**src/hw/smc_pkg.sv**
```systemverilog
// constants shared by the switch monitor configuration logic
package smc_pkg;
  // ****************************************************************
  // frame layout
  // ****************************************************************
  localparam int          FRAME_BITS  = 40;
  localparam logic [5:0]  FRAME_LEN   = 6'h28;
  localparam logic [5:0]  CNT_MAX     = 6'h29;
  localparam int          HDR_MSB     = 39;
  localparam int          HDR_LSB     = 38;
  localparam int          WR_RD_BIT   = 37;
  localparam int          ADDR_MSB    = 36;
  localparam int          ADDR_LSB    = 32;
  localparam int          DATA_MSB    = 31;
  localparam int          DATA_LSB    = 8;
  localparam int          CRC_MSB     = 7;
  localparam logic [1:0]  HDR_PATTERN = 2'h1;
  localparam int          NUM_CH      = 22;
  localparam int          NUM_BIDIR   = 8;

  // ****************************************************************
  // checksum
  // ****************************************************************
  localparam logic [7:0]  CRC_POLY    = 8'h31;
  localparam logic [7:0]  CRC_INIT    = 8'h00;

  // ****************************************************************
  // register addresses
  // ****************************************************************
  localparam logic [4:0]  ADDR_NULL   = 5'h00;
  localparam logic [4:0]  ADDR_IEN    = 5'h01;
  localparam logic [4:0]  ADDR_CEN    = 5'h02;
  localparam logic [4:0]  ADDR_THR    = 5'h03;
  localparam logic [4:0]  ADDR_DIR    = 5'h04;
  localparam logic [4:0]  ADDR_SRC    = 5'h05;

  // ****************************************************************
  // reset values
  // ****************************************************************
  localparam logic [21:0] IEN_RESET   = 22'h3FFFFF;
  localparam logic [21:0] CEN_RESET   = 22'h3FFFFF;
  localparam logic [2:0]  THR_RESET   = 3'h0;
  localparam logic [7:0]  DIR_RESET   = 8'h00;
  localparam logic [2:0]  SRC_RESET   = 3'h0;

  // ****************************************************************
  // diagnostic multiplexer select range
  // ****************************************************************
  localparam logic [4:0]  DIAG_FIRST  = 5'h01;
  localparam logic [4:0]  DIAG_LAST   = 5'h16;
endpackage

```
**src/hw/smc_crc_if.sv**
```systemverilog
// carrier between the frame logic and a checksum calculator
interface smc_crc_if;
  logic [31:0] data;
  logic [7:0]  crc;
  modport calc (input data, output crc);
  modport user (output data, input crc);
endinterface

```
**src/hw/smc_crc8.sv**
```systemverilog
// parallel 8-bit checksum over the 32 leading bits of a frame
module smc_crc8 (
  smc_crc_if.calc bus
);
  always_comb begin
    logic [7:0] c;
    c = smc_pkg::CRC_INIT;
    for (int i = 31; i >= 0; i--) begin
      if (c[7] ^ bus.data[i]) begin
        c = {c[6:0], 1'b0} ^ smc_pkg::CRC_POLY;
      end else begin
        c = {c[6:0], 1'b0};
      end
    end
    bus.crc = c;
  end
endmodule

```
**src/hw/smc_switch_monitor_spi.sv**
```systemverilog
// serial configuration, status reporting and diagnostic output of the switch monitor
module smc_switch_monitor_spi (
  input  wire logic        i_clk,
  input  wire logic        i_reset_n,
  input  wire logic        i_sclk,
  input  wire logic        i_chip_select_n,
  input  wire logic        i_si,
  input  wire logic [21:0] i_cmp_raw,
  input  wire logic        i_sample_tick,
  input  wire logic [4:0]  i_diag_sel,
  input  wire logic        i_overtemp,
  output logic             o_so,
  output logic             o_so_oe,
  output logic             o_irq_n_pin_o,
  output logic             o_irq_n_pin_oe,
  output logic             o_diag_mux_out,
  output logic [21:0]      o_irq_enable,
  output logic [21:0]      o_cmp_enable,
  output logic [2:0]       o_thresh,
  output logic [7:0]       o_direction,
  output logic [2:0]       o_source_on,
  output logic             o_force_min_current
);
  // ****************************************************************
  // input synchronisers
  // ****************************************************************
  logic [2:0]  sclk_q, csn_q;
  logic [1:0]  si_q, ot_q;
  logic [21:0] cmp_m_q, cmp_s_q;

  always_ff @(posedge i_clk or negedge i_reset_n) begin
    if (!i_reset_n) begin
      sclk_q  <= 3'h0;
      csn_q   <= 3'h7;
      si_q    <= 2'h0;
      ot_q    <= 2'h0;
      cmp_m_q <= 22'h000000;
      cmp_s_q <= 22'h000000;
    end else begin
      sclk_q  <= {sclk_q[1:0], i_sclk};
      csn_q   <= {csn_q[1:0], i_chip_select_n};
      si_q    <= {si_q[0], i_si};
      ot_q    <= {ot_q[0], i_overtemp};
      cmp_m_q <= i_cmp_raw;
      cmp_s_q <= cmp_m_q;
    end
  end

  logic sclk_rise, sclk_fall, cs_fall, cs_rise, cs_active, si_s, ot_s;
  assign sclk_rise = sclk_q[1] & ~sclk_q[2];
  assign sclk_fall = ~sclk_q[1] & sclk_q[2];
  assign cs_fall   = ~csn_q[1] & csn_q[2];
  assign cs_rise   = csn_q[1] & ~csn_q[2];
  assign cs_active = ~csn_q[1];
  assign si_s      = si_q[1];
  assign ot_s      = ot_q[1];

  // ****************************************************************
  // receive shifter and frame check
  // ****************************************************************
  logic [39:0] rx_q;
  logic [5:0]  cnt_q;

  always_ff @(posedge i_clk or negedge i_reset_n) begin
    if (!i_reset_n) begin
      rx_q  <= 40'h0000000000;
      cnt_q <= 6'h00;
    end else if (cs_fall) begin
      cnt_q <= 6'h00;
    end else if (cs_active && sclk_rise) begin
      rx_q <= {rx_q[38:0], si_s};
      if (cnt_q != smc_pkg::CNT_MAX) begin
        cnt_q <= cnt_q + 6'h01;
      end
    end
  end
  smc_crc_if rx_crc ();
  smc_crc_if tx_crc ();
  smc_crc8 u_rx_crc (.bus(rx_crc.calc));
  smc_crc8 u_tx_crc (.bus(tx_crc.calc));
  logic       len_ok, crc_ok, frame_ok, crc_bad, is_read, do_write, do_read;
  logic [4:0] rx_addr;
  logic [23:0] rx_data;
  assign rx_crc.data = rx_q[smc_pkg::HDR_MSB:smc_pkg::DATA_LSB];
  assign crc_ok      = (rx_crc.crc == rx_q[smc_pkg::CRC_MSB:0]);
  assign len_ok      = cs_rise && (cnt_q == smc_pkg::FRAME_LEN);
  assign frame_ok    = len_ok && crc_ok &&
                       (rx_q[smc_pkg::HDR_MSB:smc_pkg::HDR_LSB] == smc_pkg::HDR_PATTERN);
  assign crc_bad     = len_ok && !crc_ok;
  assign is_read     = rx_q[smc_pkg::WR_RD_BIT];
  assign rx_addr     = rx_q[smc_pkg::ADDR_MSB:smc_pkg::ADDR_LSB];
  assign rx_data     = rx_q[smc_pkg::DATA_MSB:smc_pkg::DATA_LSB];
  assign do_write    = frame_ok && !is_read;
  assign do_read     = frame_ok && is_read && (rx_addr != smc_pkg::ADDR_NULL) &&
                       (rx_addr <= smc_pkg::ADDR_SRC);

  // ****************************************************************
  // configuration registers
  // ****************************************************************
  logic [21:0] ien_q, cen_q;
  logic [2:0]  thr_q, src_q;
  logic [7:0]  dir_q;

  always_ff @(posedge i_clk or negedge i_reset_n) begin
    if (!i_reset_n) begin
      ien_q <= smc_pkg::IEN_RESET;
      cen_q <= smc_pkg::CEN_RESET;
      thr_q <= smc_pkg::THR_RESET;
      dir_q <= smc_pkg::DIR_RESET;
      src_q <= smc_pkg::SRC_RESET;
    end else if (do_write) begin
      // address zero matches no item, so the null command changes no configuration register
      unique case (rx_addr)
        smc_pkg::ADDR_IEN: ien_q <= rx_data[21:0];
        smc_pkg::ADDR_CEN: cen_q <= rx_data[21:0];
        smc_pkg::ADDR_THR: thr_q <= rx_data[23:21];
        smc_pkg::ADDR_DIR: dir_q <= rx_data[7:0];
        smc_pkg::ADDR_SRC: src_q <= rx_data[23:21];
        default: ;
      endcase
    end
  end

  assign o_irq_enable = ien_q;
  assign o_cmp_enable = cen_q;
  assign o_thresh     = thr_q;
  assign o_direction  = dir_q;
  assign o_source_on  = src_q;

  // ****************************************************************
  // switch status and change detection
  // ****************************************************************
  logic [21:0] samp_q, prev_q, status, sink_mask, changed;
  assign sink_mask = {14'h0000, dir_q};
  // comparator high means above threshold: closed for a sink, open for a source
  assign status    = cen_q & ~(samp_q ^ sink_mask);
  assign changed   = (status ^ prev_q) & ien_q & cen_q;

  always_ff @(posedge i_clk or negedge i_reset_n) begin
    if (!i_reset_n) begin
      samp_q <= 22'h000000;
      prev_q <= smc_pkg::CEN_RESET & ~{14'h0000, smc_pkg::DIR_RESET}; // status at reset
    end else begin
      if (i_sample_tick) begin
        samp_q <= cmp_s_q;
      end
      prev_q <= status;
    end
  end

  // ****************************************************************
  // flags and interrupt pin
  // ****************************************************************
  logic err_q, therm_q, sw_irq_q;

  always_ff @(posedge i_clk or negedge i_reset_n) begin
    if (!i_reset_n) begin
      err_q    <= 1'b0;
      therm_q  <= 1'b0;
      sw_irq_q <= 1'b0;
    end else begin
      if (crc_bad) begin
        err_q <= 1'b1;
      end else if (frame_ok) begin
        err_q <= 1'b0;
      end
      if (ot_s) begin
        therm_q <= 1'b1;
      end else if (frame_ok) begin
        therm_q <= 1'b0;
      end
      if (|changed) begin
        sw_irq_q <= 1'b1;
      end else if (frame_ok) begin
        sw_irq_q <= 1'b0;
      end
    end
  end

  logic irq_any;
  assign irq_any             = err_q | therm_q | sw_irq_q;
  assign o_irq_n_pin_o       = 1'b0;
  assign o_irq_n_pin_oe      = irq_any;
  assign o_force_min_current = therm_q;

  // ****************************************************************
  // read-back and transmit shifter
  // ****************************************************************
  logic        rd_pend_q;
  logic [4:0]  rd_addr_q;
  logic [23:0] rd_data, tx_data;
  logic [4:0]  tx_addr;
  logic [39:0] tx_q;

  always_comb begin
    unique case (rd_addr_q)
      smc_pkg::ADDR_IEN: rd_data = {2'h0, ien_q};
      smc_pkg::ADDR_CEN: rd_data = {2'h0, cen_q};
      smc_pkg::ADDR_THR: rd_data = {thr_q, 21'h000000};
      smc_pkg::ADDR_DIR: rd_data = {16'h0000, dir_q};
      smc_pkg::ADDR_SRC: rd_data = {src_q, 21'h000000};
      default:           rd_data = 24'h000000;
    endcase
  end

  // status is built from current settings when the select falls
  assign tx_data     = rd_pend_q ? rd_data : {2'h0, status};
  assign tx_addr     = rd_pend_q ? rd_addr_q : smc_pkg::ADDR_NULL;
  assign tx_crc.data = {err_q, therm_q, irq_any, tx_addr, tx_data};

  always_ff @(posedge i_clk or negedge i_reset_n) begin
    if (!i_reset_n) begin
      rd_pend_q <= 1'b0;
      rd_addr_q <= 5'h00;
    end else if (do_read) begin
      rd_pend_q <= 1'b1;
      rd_addr_q <= rx_addr;
    end else if (cs_fall) begin
      rd_pend_q <= 1'b0;
    end
  end

  always_ff @(posedge i_clk or negedge i_reset_n) begin
    if (!i_reset_n) begin
      tx_q <= 40'h0000000000;
    end else if (cs_fall) begin
      tx_q <= {tx_crc.data, tx_crc.crc};
    end else if (cs_active && sclk_fall) begin
      tx_q <= {tx_q[38:0], 1'b0};
    end
  end

  assign o_so    = tx_q[39];
  assign o_so_oe = cs_active;

  // ****************************************************************
  // diagnostic multiplexer
  // ****************************************************************
  logic       diag_q;
  logic [4:0] diag_idx;
  assign diag_idx = i_diag_sel - smc_pkg::DIAG_FIRST;

  always_ff @(posedge i_clk or negedge i_reset_n) begin
    if (!i_reset_n) begin
      diag_q <= 1'b0;
    end else if (i_diag_sel < smc_pkg::DIAG_FIRST || i_diag_sel > smc_pkg::DIAG_LAST) begin
      diag_q <= 1'b0;
    end else begin
      diag_q <= samp_q[diag_idx];
    end
  end
  assign o_diag_mux_out = diag_q;
  // ****************************************************************
  // assertions
  // ****************************************************************
  property p_diag_off;
    @(posedge i_clk) disable iff (!i_reset_n)
      (i_diag_sel == 5'h00 || i_diag_sel > 5'h16) |=> (o_diag_mux_out == 1'b0);
  endproperty
  a_diag_off: assert property (p_diag_off) else $error("diag output not low");
  property p_diag_sel;
    @(posedge i_clk) disable iff (!i_reset_n)
      (i_diag_sel == 5'h09) |=> (o_diag_mux_out == $past(samp_q[8]));
  endproperty
  a_diag_sel: assert property (p_diag_sel) else $error("diag output wrong channel");
  property p_therm;
    @(posedge i_clk) disable iff (!i_reset_n)
      ot_s |=> (therm_q && o_irq_n_pin_oe && o_force_min_current);
  endproperty
  a_therm: assert property (p_therm) else $error("overtemp not flagged");
  property p_therm_clear;
    @(posedge i_clk) disable iff (!i_reset_n)
      (therm_q && !ot_s && frame_ok) |=> (!o_force_min_current);
  endproperty
  a_therm_clear: assert property (p_therm_clear) else $error("overtemp not released");
  property p_crc_bad;
    @(posedge i_clk) disable iff (!i_reset_n)
      crc_bad |=> (err_q && o_irq_n_pin_oe && $stable(ien_q) && $stable(cen_q) &&
                   $stable(thr_q) && $stable(dir_q) && $stable(src_q));
  endproperty
  a_crc_bad: assert property (p_crc_bad) else $error("bad frame not handled");
  property p_err_so;
    @(posedge i_clk) disable iff (!i_reset_n)
      (err_q && cs_fall) |=> (o_so == 1'b1);
  endproperty
  a_err_so: assert property (p_err_so) else $error("error not shown on serial out");
  property p_null;
    @(posedge i_clk) disable iff (!i_reset_n)
      (do_write && rx_addr == 5'h00) |=> ($stable(ien_q) && $stable(cen_q) &&
        $stable(thr_q) && $stable(dir_q) && $stable(src_q));
  endproperty
  a_null: assert property (p_null) else $error("null command changed a register");
  property p_ien_write;
    @(posedge i_clk) disable iff (!i_reset_n)
      (do_write && rx_addr == 5'h01) |=> (ien_q == $past(rx_q[29:8]));
  endproperty
  a_ien_write: assert property (p_ien_write) else $error("irq enable not stored");
  property p_thr_write;
    @(posedge i_clk) disable iff (!i_reset_n)
      (do_write && rx_addr == 5'h03) |=> (o_thresh == $past(rx_q[31:29]));
  endproperty
  a_thr_write: assert property (p_thr_write) else $error("threshold not stored");
  property p_sw_irq;
    @(posedge i_clk) disable iff (!i_reset_n)
      (|changed) |=> o_irq_n_pin_oe;
  endproperty
  a_sw_irq: assert property (p_sw_irq) else $error("switch change did not interrupt");
  property p_status_off;
    @(posedge i_clk) disable iff (!i_reset_n)
      (cs_fall && !rd_pend_q && !cen_q[7]) |=> (tx_q[15] == 1'b0);
  endproperty
  a_status_off: assert property (p_status_off) else $error("disabled input reported");
  c_write: cover property (@(posedge i_clk) disable iff (!i_reset_n) do_write);
  c_read: cover property (@(posedge i_clk) disable iff (!i_reset_n) do_read ##[1:400] cs_fall);
  c_crc_bad: cover property (@(posedge i_clk) disable iff (!i_reset_n) crc_bad);
  c_therm: cover property (@(posedge i_clk) disable iff (!i_reset_n) therm_q ##1 !therm_q);
endmodule

```
**config.mk**
```make
export PLATFORM = sky130hd
export DESIGN_NAME = smc_switch_monitor_spi
export DESIGN_NICKNAME = d
export VERILOG_FILES = /design/src/hw/smc_pkg.sv /design/src/hw/smc_crc_if.sv /design/src/hw/smc_crc8.sv /design/src/hw/smc_switch_monitor_spi.sv
export SDC_FILE = /design/constraint.sdc
export NUM_CORES = 1
export LEC_CHECK = 0
export ABC_AREA = 1
export ABC_CLOCK_PERIOD_IN_PS = 9700
export BUFFER_PORTS_ARGS = -buffer_cell sky130_fd_sc_hd__buf_2
export CAP_MARGIN = 20
export CORE_MARGIN = 2
export CORE_UTILIZATION = 30
export CTS_CLUSTER_DIAMETER = 200
export DETAILED_ROUTE_END_ITERATION = 12
export GPL_ROUTABILITY_DRIVEN = 1
export GPL_TIMING_DRIVEN = 0
export PLACE_DENSITY_LB_ADDON = 0.25
export SLEW_MARGIN = 15
export SYNTH_ARGS = -nofsm -noshare
export SYNTH_HDL_FRONTEND = slang
export SYNTH_HIERARCHICAL = 1
export SYNTH_SLANG_ARGS = --single-unit
```
**constraint.sdc**
```tcl
create_clock -name i_clk -period 9.7 [get_ports i_clk]
set_clock_uncertainty 0.1 [all_clocks]
set_input_delay 1.455 -clock i_clk [delete_from_list [all_inputs] [get_ports i_clk]]
set_output_delay 1.455 -clock i_clk [all_outputs]
set_load 0.05 [all_outputs]
```
==> flow_summary_export.csv <==
group,metric,value,unit
setup_path,end_kind,"register",
setup_path,worstSetupStartpointType,"register",
synth,synth_simple_gate_area_share,35.4,%
global_route,use_met3,1.61,%
clock_network,post_cts.repair.setup_buffers,0,
drt,post_drt_wl_per_cell,16.8,µm
power,ir_drop,0.180,mV
synth,synth_top_cell_by_area,"dfrtp_1",
setup_path,path_buf_inv,3,
clock_network,hold_buffers,0,
synth,seq_area_frac_synth,43.3,%
synth,synth.distinct_cells,47,
placement,gp_congestion,0.876,
timing,max_slew.worst_pin.slew,0.774,ns
run,cap_viol_max_count,0,
synth,synth_common_cells,"nand2_1 (581), inv_1 (220), nand3_1 (202)",
placement,port_buffers,95,
timing,relSlewSlack,48.1,%
placement,hpwl,36100,µm
global_route,grt_usage,18.1,%
synth,synth_top_area_share,31.0,%
clock_network,cts.htree.levels,1,
timing,finalCritPeriodShare,50.3,%
setup_path,arrival,5.21,ns
setup_path,crit_family,"simple AND/OR/NAND/NOR gates",
drt,vias,12946,
floorplan,die-width,226,µm
drt,first_iter_violations,928,
synth,yosys.area_share.adder,0.423,%
synth,synth_ff_type,"dfrtp_1",
synth,synth_top_family_by_area,"simple AND/OR/NAND/NOR gates",
power,power_density,213,nW/µm²
floorplan,die_area,51000,µm²
setup_path,path_class,"reg2reg",
synth,synth_compound_area_share,8.87,%
drt,viasPerCell,4.77,
timing,fin_setup_tns,0,ns
floorplan,io_pins,98,
finish,post-route-util,35.1,%
timing,fmax,205,MHz
drt,drc_errors,0,
global_route,met2_usage,32.5,%
finish,num_antenna_cells,0,
global_route,antenna_found_initial,0,
timing,period_minus_slack,4.88,ns
timing,hold_viol,0,
floorplan,num_rows,81,
clock_network,clk_pin_slew,0.06,ns
finish,fin_nets,2069,
clock_network,cts_resized,0,
global_route,grt_pass1_wl,71800,µm
timing,setup_viol,0,
clock_network,numCtsBuffers,27,
synth,netlist_area,14800,µm²
synth,synth_async_sr_flop_share,100,%
synth,yosys-top-cells-area,"dfrtp_1 (31%), nand2_1 (15%), dfstp_2 (12%)",
setup_path,max_stage_delay,0.52,ns
drt,drt-total-wl,45600,µm
drt,final_antenna_net_count,0,
clock_network,root_buffer,"clkbuf_16",
setup_path,crit_required,10.03,ns
clock_network,clk_latency,0.54,ns
synth,muxShareOfSynthArea,0.381,%
global_route,grt_pass1_vias,12717,
synth,ys_ff_latch,252,
placement,pre_cts_ws,4.85,ns
clock_network,clock-sinks,252,
setup_path,cp_slowest_cell,"dfrtp_1",
finish,area_delta_synth_final,15.7,%
timing,finalMaxSlewViolations,0,
timing,rsz0062_at_grt,"false",
finish,post_route_cells_drive_above_1_share,21.4,%
global_route,overflow,0,
synth,avgSynthCellArea,7.76,µm²
synth,yosysWarnings,6,
clock_network,cts_tree,"yes",
setup_path,cp_max_fo,9,
drt,first_pass_iters,5,
synth,syn-num-nets,1943,
clock_network,clk_path_buf_depth,3,
synth,synthCells,1904,
global_route,met1_usage,22.6,%
setup_path,path_common_cell,"nand2_1",
power,cellLeakagePower,0.00806,µW
synth,synth_edf_count,0,
floorplan,die_height,226,µm
floorplan,coreArea,48700,µm²
run_status,status,"finished clean",
timing,finalWorstSetupSlack,4.82,ns
worst_hold_path,hold_class,"reg2reg",
synth,synthXorXnorAreaFrac,3.53,%
global_route,gr-max-usage-layer,"met2",
synth,yosysMostFrequentCell,"nand2_1",
floorplan,start_util,30.3,%
global_route,grt_max_degree,92,
-- cells by family (layout without fill, tap and decap cells) --
group | Yosys count | after routing
and+or+nand+nor | 1062 | 1062
adders and majority gates | 5 | 5
muxes | 5 | 5
DFF | 252 | 252
xor gates and xnor gates | 53 | 53
other | 1 | 1
buffers and inverters | 298 | 444
AOI/OAI and AO/OA | 228 | 228
-- placed cells by master, fill, tap and decap left out, types with 27 or more instances in the layout --
master,count
nand4_1,47
clkbuf_1,35
xor2_1,27
inv_1,220
nand2_2,58
nand2_4,30
nand2_1,581
clkbuf_16,27
dfstp_2,69
o21ai_2,30
buf_2,97
nand3_1,202
o21ai_0,126
nor2_1,63
dfrtp_1,183
-- per-layer routing --
| metal | wire length, µm | vias to the layer above |
|---|---|---|
| met5 | 0 | - |
| met4 | 1470 | 0 |
| met3 | 1540 | 65 |
| met2 | 22800 | 244 |
| met1 | 19700 | 6269 |
| li1 | - | 6368 |
-- flip-flops by register name, summed over array words and instances (netlist names), 2 cells and up --
signal / cells
cmp_m_q: 22
rx_q: 40
o_thresh: 3
si_q: 2
samp_q: 22
tx_q: 40
sclk_q: 3
cmp_s_q: 22
o_direction: 8
ot_q: 2
csn_q: 3
o_cmp_enable: 22
prev_q: 22
o_source_on: 3
rd_addr_q: 5
cnt_q: 6
o_irq_enable: 22
-- power by group --
| part | total, µW | switching (µW) | internal (µW) |
|---|---|---|---|
| sequential | 1150 | 45.7 | 1110 |
| clock | 1120 | 445 | 678 |
| combinational | 1370 | 879 | 492 |
| total | 3650 | 1370 | 2280 |
-- path summary, 6_finish.rpt --
kind	startpoint	endpoint	slack, ns	cells after the start
max	rx_q[37]	o_direction[0]	4.82	33
min	cmp_m_q[10]	cmp_s_q[10]	0.25	0
max reg2reg	rx_q[37]	o_direction[0]	4.82	33
min reg2reg	cmp_m_q[10]	cmp_s_q[10]	0.25	0
max in group asynchronous	i_reset_n	csn_q[0]	7.72	2
min in group asynchronous	i_reset_n	cmp_m_q[11]	0.84	1
-- layout make-up --
cell class              instances  area, µm²
fillers                      5136      31600
multi-input cells            1354       7180
flip-flops and latches        252       6390
inverters                     249        940
well taps                     664        831
clock buffers                  36        749
repair buffers                 97        541
plain buffers                  49        263
clock inverters                13        205
-- per-stage QoR --
| stage | total power, µW | cell area (µm²) | std cells | hold WS [ns] |
|---|---|---|---|---|
| after floorplan | 2270 | 14800 | 1904 | 0.231 |
| after global placement | 2520 | 16100 | 2663 | 0.234 |
| after detailed placement | 2550 | 16100 | 2665 | 0.235 |
| after CTS | 3690 | 17100 | 2714 | 0.249 |
| after global routing | 3930 | 17100 | 2714 | 0.251 |
| final | 3650 | 17100 | 2714 | 0.247 |
Power figures use the tool's default switching activity.
